### src/egp_pkg.sv
package egp_pkg;

    // ****************************************
    // register byte addresses
    // ****************************************
    localparam logic [7:0] ADDR_MON_LO    = 8'h10;
    localparam logic [7:0] ADDR_MON_HI    = 8'h11;
    localparam logic [7:0] ADDR_OUT_LO    = 8'h12;
    localparam logic [7:0] ADDR_OUT_HI    = 8'h13;
    localparam logic [7:0] ADDR_DIR_LO    = 8'h14;
    localparam logic [7:0] ADDR_DIR_HI    = 8'h15;
    localparam logic [7:0] ADDR_POL_LO    = 8'h16;
    localparam logic [7:0] ADDR_POL_HI    = 8'h17;
    localparam logic [7:0] ADDR_RSV_FIRST = 8'h18;
    localparam logic [7:0] ADDR_TOP       = 8'hff;
    localparam logic [7:0] ADDR_WRAP      = 8'h00;

    // ****************************************
    // reset values and widths
    // ****************************************
    localparam int          PIN_COUNT    = 16;
    localparam logic [15:0] RST_OUT      = 16'h0000;
    localparam logic [15:0] RST_DIR      = 16'h0000;
    localparam logic [15:0] RST_POL      = 16'h0000;
    localparam logic [7:0]  RST_PTR      = 8'h00;
    localparam logic [7:0]  RST_RDATA    = 8'h00;
    localparam logic [7:0]  RSV_RDATA    = 8'h00;

endpackage

### src/egp_sync2.sv
module egp_sync2 #(
    parameter int WIDTH = 16
) (
    input  wire logic             clk_sys,
    input  wire logic             rst_n,
    input  wire logic             ce,
    input  wire logic [WIDTH-1:0] din,
    output logic      [WIDTH-1:0] dout
);

    logic [WIDTH-1:0] meta_ff;

    // first stage feeds only the second stage
    always_ff @(posedge clk_sys or negedge rst_n)
    begin
        if (!rst_n)
        begin
            meta_ff <= '0;
            dout    <= '0;
        end
        else if (ce)
        begin
            meta_ff <= din;
            dout    <= meta_ff;
        end
    end

endmodule

### src/egp_port.sv
// Summary of operation
// RULE1 - sixteen pins, each set individually as input or output
// RULE2 - pointer auto-increments per access; 0x18-0xff reserved; wraps 0xff to 0x00
// RULE3 - each register spans two addresses: low byte pins 7-0, high 15-8
// RULE4 - monitor register reads live pin levels; writes to it are ignored
// RULE5 - output register one drives pin high, zero drives it low
// RULE6 - direction bit zero means input, one means output
// RULE7 - direction register clears on reset, all pins inputs
// RULE8 - polarity bit one inverts reported input, zero reports unchanged
// RULE9 - polarity register resets to zero
// RULE10 - bit x of every register belongs to pin x
// RULE11 - inversion applies to the value the host reads back
// RULE12 - power-on reset holds everything in reset until supply valid
// RULE13 - during reset every pin is an input
// RULE14 - host should set unused pins as outputs to save power
// RULE15 - output value drives a pin only while its direction is output
// RULE16 - writable registers read back last write, each byte independently
module egp_port #(
    parameter int NPINS = egp_pkg::PIN_COUNT
) (
    input  wire logic             clk_sys,
    input  wire logic             rst_n,
    input  wire logic             ce,
    input  wire logic             ptr_load,
    input  wire logic [7:0]       ptr_addr,
    input  wire logic             wr_en,
    input  wire logic [7:0]       wr_data,
    input  wire logic             rd_en,
    output logic      [7:0]       rd_data,
    output logic                  rd_valid,
    output logic      [7:0]       ptr,
    input  wire logic [NPINS-1:0] pin_in,
    output logic      [NPINS-1:0] pin_out,
    output logic      [NPINS-1:0] pin_oe
);

    // ****************************************
    // state
    // ****************************************
    logic [NPINS-1:0] out_ff;
    logic [NPINS-1:0] dir_ff;
    logic [NPINS-1:0] pol_ff;
    logic [7:0]       ptr_ff;
    logic [7:0]       rdata_ff;
    logic             rvalid_ff;
    logic [NPINS-1:0] pin_out_ff;
    logic [NPINS-1:0] pin_oe_ff;
    logic [NPINS-1:0] pin_sync;
    logic [NPINS-1:0] monitor;
    logic [7:0]       acc_addr;
    logic [7:0]       nxt_rdata;
    logic             wr_out_lo;
    logic             wr_out_hi;
    logic             wr_dir_lo;
    logic             wr_dir_hi;
    logic             wr_pol_lo;
    logic             wr_pol_hi;

    // pins come from outside the clock domain
    egp_sync2 #(
        .WIDTH (NPINS)
    ) u_sync (
        .clk_sys (clk_sys),
        .rst_n   (rst_n),
        .ce      (ce),
        .din     (pin_in),
        .dout    (pin_sync)
    );

    // ****************************************
    // access address and pointer
    // ****************************************
    // a load in the same cycle as an access addresses the loaded location
    assign acc_addr = ptr_load ? ptr_addr : ptr_ff;

    // 8-bit pointer rolls 0xff to 0x00 naturally
    always_ff @(posedge clk_sys or negedge rst_n)
    begin
        if (!rst_n)
            ptr_ff <= egp_pkg::RST_PTR;
        else if (ce)
        begin
            if (wr_en || rd_en)
                ptr_ff <= 8'(acc_addr + 8'h01); // RULE2
            else if (ptr_load)
                ptr_ff <= ptr_addr;
        end
    end

    // ****************************************
    // write decode
    // ****************************************
    // one strobe per writable byte, gated by ce so a frozen block ignores writes
    always_comb
    begin
        wr_out_lo = 1'b0;
        wr_out_hi = 1'b0;
        wr_dir_lo = 1'b0;
        wr_dir_hi = 1'b0;
        wr_pol_lo = 1'b0;
        wr_pol_hi = 1'b0;
        if (ce && wr_en)
        begin
            // monitor and reserved addresses decode to no strobe
            unique case (acc_addr)
                egp_pkg::ADDR_OUT_LO: wr_out_lo = 1'b1; // RULE3
                egp_pkg::ADDR_OUT_HI: wr_out_hi = 1'b1; // RULE3
                egp_pkg::ADDR_DIR_LO: wr_dir_lo = 1'b1;
                egp_pkg::ADDR_DIR_HI: wr_dir_hi = 1'b1;
                egp_pkg::ADDR_POL_LO: wr_pol_lo = 1'b1;
                egp_pkg::ADDR_POL_HI: wr_pol_hi = 1'b1;
                default: ; // RULE4
            endcase
        end
    end

    // ****************************************
    // writable registers
    // ****************************************
    // asynchronous reset stands for the power-on reset
    always_ff @(posedge clk_sys or negedge rst_n)
    begin
        if (!rst_n)
            out_ff <= egp_pkg::RST_OUT;
        else
        begin
            if (wr_out_lo)
                out_ff[7:0] <= wr_data; // RULE3 RULE16
            if (wr_out_hi)
                out_ff[15:8] <= wr_data; // RULE3 RULE16
        end
    end

    // reset leaves every pin an input until the host says otherwise
    always_ff @(posedge clk_sys or negedge rst_n)
    begin
        if (!rst_n)
            dir_ff <= egp_pkg::RST_DIR; // RULE7 RULE12
        else
        begin
            if (wr_dir_lo)
                dir_ff[7:0] <= wr_data; // RULE16
            if (wr_dir_hi)
                dir_ff[15:8] <= wr_data; // RULE16
        end
    end

    always_ff @(posedge clk_sys or negedge rst_n)
    begin
        if (!rst_n)
            pol_ff <= egp_pkg::RST_POL; // RULE9
        else
        begin
            if (wr_pol_lo)
                pol_ff[7:0] <= wr_data; // RULE16
            if (wr_pol_hi)
                pol_ff[15:8] <= wr_data; // RULE16
        end
    end

    // ****************************************
    // read path
    // ****************************************
    assign monitor = pin_sync ^ pol_ff; // RULE8 RULE11 RULE10

    always_comb
    begin
        nxt_rdata = egp_pkg::RSV_RDATA;
        unique case (acc_addr)
            egp_pkg::ADDR_MON_LO: nxt_rdata = monitor[7:0];  // RULE4 RULE3
            egp_pkg::ADDR_MON_HI: nxt_rdata = monitor[15:8]; // RULE4 RULE3
            egp_pkg::ADDR_OUT_LO: nxt_rdata = out_ff[7:0];   // RULE16
            egp_pkg::ADDR_OUT_HI: nxt_rdata = out_ff[15:8];
            egp_pkg::ADDR_DIR_LO: nxt_rdata = dir_ff[7:0];
            egp_pkg::ADDR_DIR_HI: nxt_rdata = dir_ff[15:8];
            egp_pkg::ADDR_POL_LO: nxt_rdata = pol_ff[7:0];
            egp_pkg::ADDR_POL_HI: nxt_rdata = pol_ff[15:8];
            default:              nxt_rdata = egp_pkg::RSV_RDATA;
        endcase
    end

    always_ff @(posedge clk_sys or negedge rst_n)
    begin
        if (!rst_n)
        begin
            rdata_ff  <= egp_pkg::RST_RDATA;
            rvalid_ff <= 1'b0;
        end
        else if (ce)
        begin
            rvalid_ff <= rd_en;
            if (rd_en)
                rdata_ff <= nxt_rdata;
        end
    end

    // ****************************************
    // pin drive
    // ****************************************
    // registered so pads never see decode glitches
    always_ff @(posedge clk_sys or negedge rst_n)
    begin
        if (!rst_n)
        begin
            pin_out_ff <= '0;
            pin_oe_ff  <= '0; // RULE13
        end
        else if (ce)
        begin
            pin_out_ff <= out_ff & dir_ff; // RULE5 RULE15
            pin_oe_ff  <= dir_ff;          // RULE1 RULE6 RULE10
        end
    end

    assign pin_out  = pin_out_ff;
    assign pin_oe   = pin_oe_ff;
    assign rd_data  = rdata_ff;
    assign rd_valid = rvalid_ff;
    assign ptr      = ptr_ff;

endmodule

### config.mk
export PLATFORM = sky130hd
export DESIGN_NAME = egp_port
export DESIGN_NICKNAME = d
export VERILOG_FILES = /design/src/egp_pkg.sv /design/src/egp_sync2.sv /design/src/egp_port.sv
export SDC_FILE = /design/constraint.sdc
export NUM_CORES = 1
export LEC_CHECK = 0
export BUFFER_PORTS_ARGS = -buffer_cell sky130_fd_sc_hd__clkbuf_2
export CAP_MARGIN = 20
export CORE_MARGIN = 10
export CORE_UTILIZATION = 30
export DETAILED_ROUTE_END_ITERATION = 8
export GPL_ROUTABILITY_DRIVEN = 0
export PLACE_DENSITY = 0.46
export SLEW_MARGIN = 20
export SYNTH_ARGS = -nofsm -noshare
export SYNTH_HDL_FRONTEND = slang
export SYNTH_HIERARCHICAL = 1
export SYNTH_SLANG_ARGS = --single-unit
### constraint.sdc
create_clock -name clk_sys -period 2.55 [get_ports clk_sys]
set_clock_uncertainty 0.2 [all_clocks]
set_input_delay 0.51 -clock clk_sys [delete_from_list [all_inputs] [get_ports clk_sys]]
set_output_delay 0.51 -clock clk_sys [all_outputs]
set_load 0.005 [all_outputs]
-- After elaboration in Yosys (flattened, before gate mapping)
Cells that the tools add are included.
Widths: inputs -> output; s select.
- input port bits: 38
- output and inout port bits: 49
- word-level logic and storage cells: 42
- bits in registers: 129
- reduce and logical (&&, ||, !) cells: 3
- bitwise logic cells: 2
- $add $sub $neg: 1
- equal/unequal tests: 8
- mux-type cells: 15
- operator list (cell ; number):
    $eq 8x5->1 const B ; 8
    $pmux 8 s8 ; 1
    $and 16x16->16 ; 1
    $mux 8 ; 2
    $xor 16x16->16 ; 1
    $mux 1 ; 12
    $add 8x1->8 const B ; 1
    $reduce_and 2->1 ; 1
    $logic_and 1x1->1 ; 1
    $logic_or 1x1->1 ; 1

-- Logic depth before layout (Yosys ltp)
- depth in word-level cells: 4
- depth in mapped cells: 13
- gate-level depth less buffers: 8

-- Cells and area by module
The synthesis kept the hierarchy.
- modules (own cells, without submodules) (module ; cells an instance ; area each (um^2) ; times used ; seq. area each (um^2)):
    egp_port ; 421 ; 4976.0 ; 1 ; 2427.3
    egp_sync2 ; 68 ; 1345.0 ; 1 ; 800.8

-- Worst setup path after synthesis
No wires, ideal clock.
- path type: input -> register
- start point: input port ptr_load
- end point: register rdata_ff[0], in the netlist rd_data[0]
- buffers on the path: 4
- arrival time: 3.141 ns
- setup slack: -0.857 ns
- required time: 2.284 ns
- library setup time: 0.066 ns
- cell stages on the path: 11
- cell sequence: buf_6 > clkbuf_1 > clkbuf_1 > mux2i_1 > ha_1 > clkbuf_1 > or4b_2 > nand3_1 > a32o_2 > nor2b_1 > a22o_1
- cells in the longest elaborated chain, start to end: 3
- elaborated cells between the ends (all ways): 10
- classes of those cells: eq/ne (8); mux (2)
- RTL lines (what ; line ; text):
    start: declaration ; egp_port.sv:24 ; input wire logic ptr_load,
    $mux 8 * ; -- ;
    $eq 8x5->1 ; egp_port.sv:169 ; unique case (acc_addr)
    $pmux 8 s8 * ; egp_port.sv:169 ;
    end signal: assignment ; egp_port.sv:186 ; rdata_ff <= egp_pkg::RST_RDATA;
    end signal: assignment ; egp_port.sv:193 ; rdata_ff <= nxt_rdata;
    end: declaration ; egp_port.sv:44 ; logic [7:0] rdata_ff;
Every way passes the cells marked *; elsewhere a longest branch is shown, timed or not.
A chain may end at the register's enable or synchronous reset.

-- Final worst setup path
- start point: register ptr_ff[6], in the netlist ptr[6]
- end point: register dir_ff[0]
- cells in the longest elaborated chain, start to end: 4
- RTL lines (what ; line ; text):
    start: declaration ; egp_port.sv:43 ; logic [7:0] ptr_ff;
    start signal: assignment ; egp_port.sv:80 ; ptr_ff <= egp_pkg::RST_PTR;
    start signal: assignment ; egp_port.sv:84 ; ptr_ff <= 8'(acc_addr + 8'h01);
    start signal: assignment ; egp_port.sv:86 ; ptr_ff <= ptr_addr;
    $mux 8 ; -- ;
    $eq 8x5->1 ; egp_port.sv:105 ; unique case (acc_addr)
    $mux 1 ; egp_port.sv:105 ;
    $mux 1 ; egp_port.sv:102 ; if (ce && wr_en)
    end signal: assignment ; egp_port.sv:138 ; dir_ff <= egp_pkg::RST_DIR;
    end signal: assignment ; egp_port.sv:142 ; dir_ff[7:0] <= wr_data;
    end: declaration ; egp_port.sv:41 ; logic [NPINS-1:0] dir_ff;
Every way passes these cells.

==> metrics.md <==
| Metric | Value |
|---|---|
| Status | finished clean |
| Max-cap violations | 0 |
| Initial antenna violation count | 0 |
| Pwr per Cell Area | 715 nW/um2 |
| Final wirelength | 17.0 mm |
| Post-Syn Instances | 489 |
| GRT Total Usage | 0.128 |
| Sink Count | 129 |
| Met3 wire length | 899 um |
| Synth Net Count | 531 |
| First-pass iteration count of the detailed router | 5 |
| Post_cts resized | 0 |
| Reg power frac | 0.413 |
| ANT nets after route | 0 |
| Synth top cells by count | dfrtp_1 (129), mux2_4 (62), nand3_1 (32) |
| Share of power burned in the clock network | 0.432 |
| Register-to-register setup slack | 0.19 ns |
| Initial DRC count | 274 |
| Via count of the first global-routing pass | 4594 |
| Crit path max fanout | 8 |
| Final-report hold violation count | 0 |
| Drt drc | 0 |
| Die W | 165 um |
| Area growth, synth to finish | 26.5% |
| Skew-Pair Late Insertion Delay | 0.42 ns |
| R2R cell count | 6 |
| Worst Hold Path EP | u_sync/meta_ff[5] |
| Layout cell share with drive strength beyond 1 | 0.417 |
| Buffers on Ports | 86 |
| CTS tree | done |
| Internal power | 0.00415 W |
| GR Overflow Total | 0 |
| Clock buffer count from CTS | 17 |
| Hold path depth | 2 |
| RSZ-0062 raised after global routing | false |
| Clk slew on worst S/H paths | 0.06 ns |
| Leak | 3.85 nW |
| YS warnings | 6 |
| Rows | 53 |
| Post-route clock period utilization | 0.926 |
| Hold_sp | pin_in[5] |
| Core Region | 20900 um2 |
| Wirelength per Cell | 19.0 um |
| Global-route wire length before repair | 27.1 mm |
| Area share of the largest cell type after synthesis | 0.511 |
| Seq cells post-synth | 129 |
| Critical path type | reg -> reg |
| Setup Fix Bufs, Post-CTS | 0 |
| Number of synthesized flops with an enable pin | 0 |
| Pin count of the biggest net entering global routing | 71 |
| Synth area leaders | dfrtp_1 (51%), mux2_4 (15%), mux2_2 (4.3%) |
| Final core occ | 0.383 |
| Syn avg cell area | 12.9 um2 |
| Ant. Diodes | 0 |
| Nets | 648 |
| Die area | 27300 um2 |
| Die Height | 165 um |
| Met2 WL | 7.88 mm |
| Highest routed layer | met4 |
| Synth area leader | dfrtp_1 |
| Crit start category | flip-flop |
| FMAX | 0.424 GHz |
| DP HPWL | 12.3 mm |
| CP arrival | 2.46 ns |
| Combinational fraction of design power | 0.156 |
| Prevailing post-synth register cell | dfrtp_1 |
| Post-synthesis cell type count | 51 |
| Count leader, synth | dfrtp_1 |
| Seq/Total Area, Yosys | 0.511 |
| Top-level I/O count | 87 |
| Type of destination of the critical path | flip-flop |
| HP Class | in -> reg |
| Placed Area | 7390 um2 |
| Max-slew violations | 0 |
| Worst VDD drop | 0.000401 V |
| Layout Cell Area excl Fill | 8000 um2 |
| Endpoints failing setup | 0 |
| Switching pwr | 0.00157 W |
| Clock root buffer | clkbuf_16 |
| Worst r2r dst | dir_ff[0] |
| Vias per cell | 4.83 |
| Critical Path RT | 2.65 ns |
| Via count | 4315 |
| Worst slew pin tran | 0.565 ns |
| Final min period | 2.36 ns |
| Asr flop ratio synth | 1.00 |
| Met1 Routed Length | 8.07 mm |
| Longest Clk Path Bufs | 2 |
| H-Tree Depth | 4 |
| Max_slew headroom | 0.624 |
| Reg-to-reg critical path startpoint | ptr[6] |
| Post-Syn Area | 6320 um2 |
| Initial cell density of the core | 0.303 |
| Switching Fraction | 0.274 |
-- sequential cells by signal, summed over array words and instances (netlist names) --
register and flops:
pin_out 16, u_sync/meta_ff 16, dir_ff 16, out_ff 16
ptr 8, rd_valid 1, pin_oe 16, pol_ff 16
u_sync/dout 16, rd_data 8
-- worst max-delay path, stage by stage, from the launching register on --
cell      delay (ns)
dfrtp_1         0.39
or3_1           0.41
a222oi_1        0.43
and2_1          0.23
buf_12          0.16
nand2_8         0.11
mux2_4          0.31
-- layout make-up --
type,count,area (um2)
clock inverters,13,150
repair buffers,125,831
inverters,24,90.1
clock buffers,19,443
fillers,2024,12900
multi-input cells,309,2910
flip-flops and latches,129,3230
well taps,275,344
-- layer usage --
layer	vias to the layer above	track usage
met5	-	0
met4	0	0.0298
met3	10	0.0374
met2	92	0.197
met1	2172	0.175
li1	2041	-
-- power by group through the flow --
stage | combinational, W | clock, W | sequential [W]
3_5_place_dp | 0.000899 | 0 | 0.00239
5_1_grt | 0.000975 | 0.00262 | 0.00238
6_report | 0.000890 | 0.00247 | 0.00236
2_1_floorplan | 0.000547 | 0 | 0.00235
3_3_place_gp | 0.000882 | 0 | 0.00239
4_1_cts | 0.000903 | 0.00253 | 0.00236
-- placed cells by master (no fill, tap or decap), drive strengths merged, types with 5 or more instances in the layout --
| cell type | instances |
|---|---|
| clkbuf | 103 |
| a222oi | 7 |
| mux2i | 6 |
| mux2 | 97 |
| inv | 29 |
| a22oi | 13 |
| a22o | 11 |
| nand2 | 26 |
| buf | 40 |
| xor2 | 17 |
| nand3 | 34 |
| a221oi | 5 |
| dfrtp | 129 |
| nor2 | 6 |
| nand3b | 5 |
| o21ai | 31 |
-- timing repair --
action                     4_1_cts  5_1_grt
setup endpoints to repair        0        0
hold endpoints to repair        35        0
hold buffers                     1        0
-- kinds of logic (layout without fill, tap and decap cells) --
kind of cell	count (synthesis)	in the layout	synth area share
xor gates and xnor gates	19	19	0.0263
buffers and inverters	51	181	0.0441
muxes	103	103	0.219
and+or+nand+nor	92	92	0.0877
DFF	129	129	0.511
adders and majority gates	4	4	0.00792
AOI/OAI and AO/OA	91	91	0.104
-- how the worst max path moves through the flow --
stage | startpoint | endpoint | slack, ns | depth (start not counted)
global placement | ptr_load | dir_ff[2] | -0.19 | 8
CTS | ptr[6] | dir_ff[15] | 0.17 | 6
finish | ptr[6] | dir_ff[0] | 0.19 | 6
detailed placement | ptr_load | dir_ff[15] | -0.23 | 8
floorplan | ptr_load | rd_data[0] | -0.16 | 12
global route | ptr[1] | rd_data[4] | 0.04 | 9
-- through the flow --
| stage | total power [W] | TNS, ns | hold WS [ns] | instances | worst slack [ns] |
|---|---|---|---|---|---|
| after floorplan | 0.00290 | -3.33 | 0.0144 | 489 | -0.164 |
| after global placement | 0.00327 | -9.74 | 0.293 | 861 | -0.188 |
| after detailed placement | 0.00329 | -11.06 | 0.299 | 861 | -0.227 |
| after CTS | 0.00579 | 0 | 0.102 | 894 | 0.173 |
| after global routing | 0.00597 | 0 | 0.102 | 894 | 0.0352 |
| final | 0.00571 | 0 | 0.117 | 894 | 0.190 |
Power figures use the tool's default switching activity.
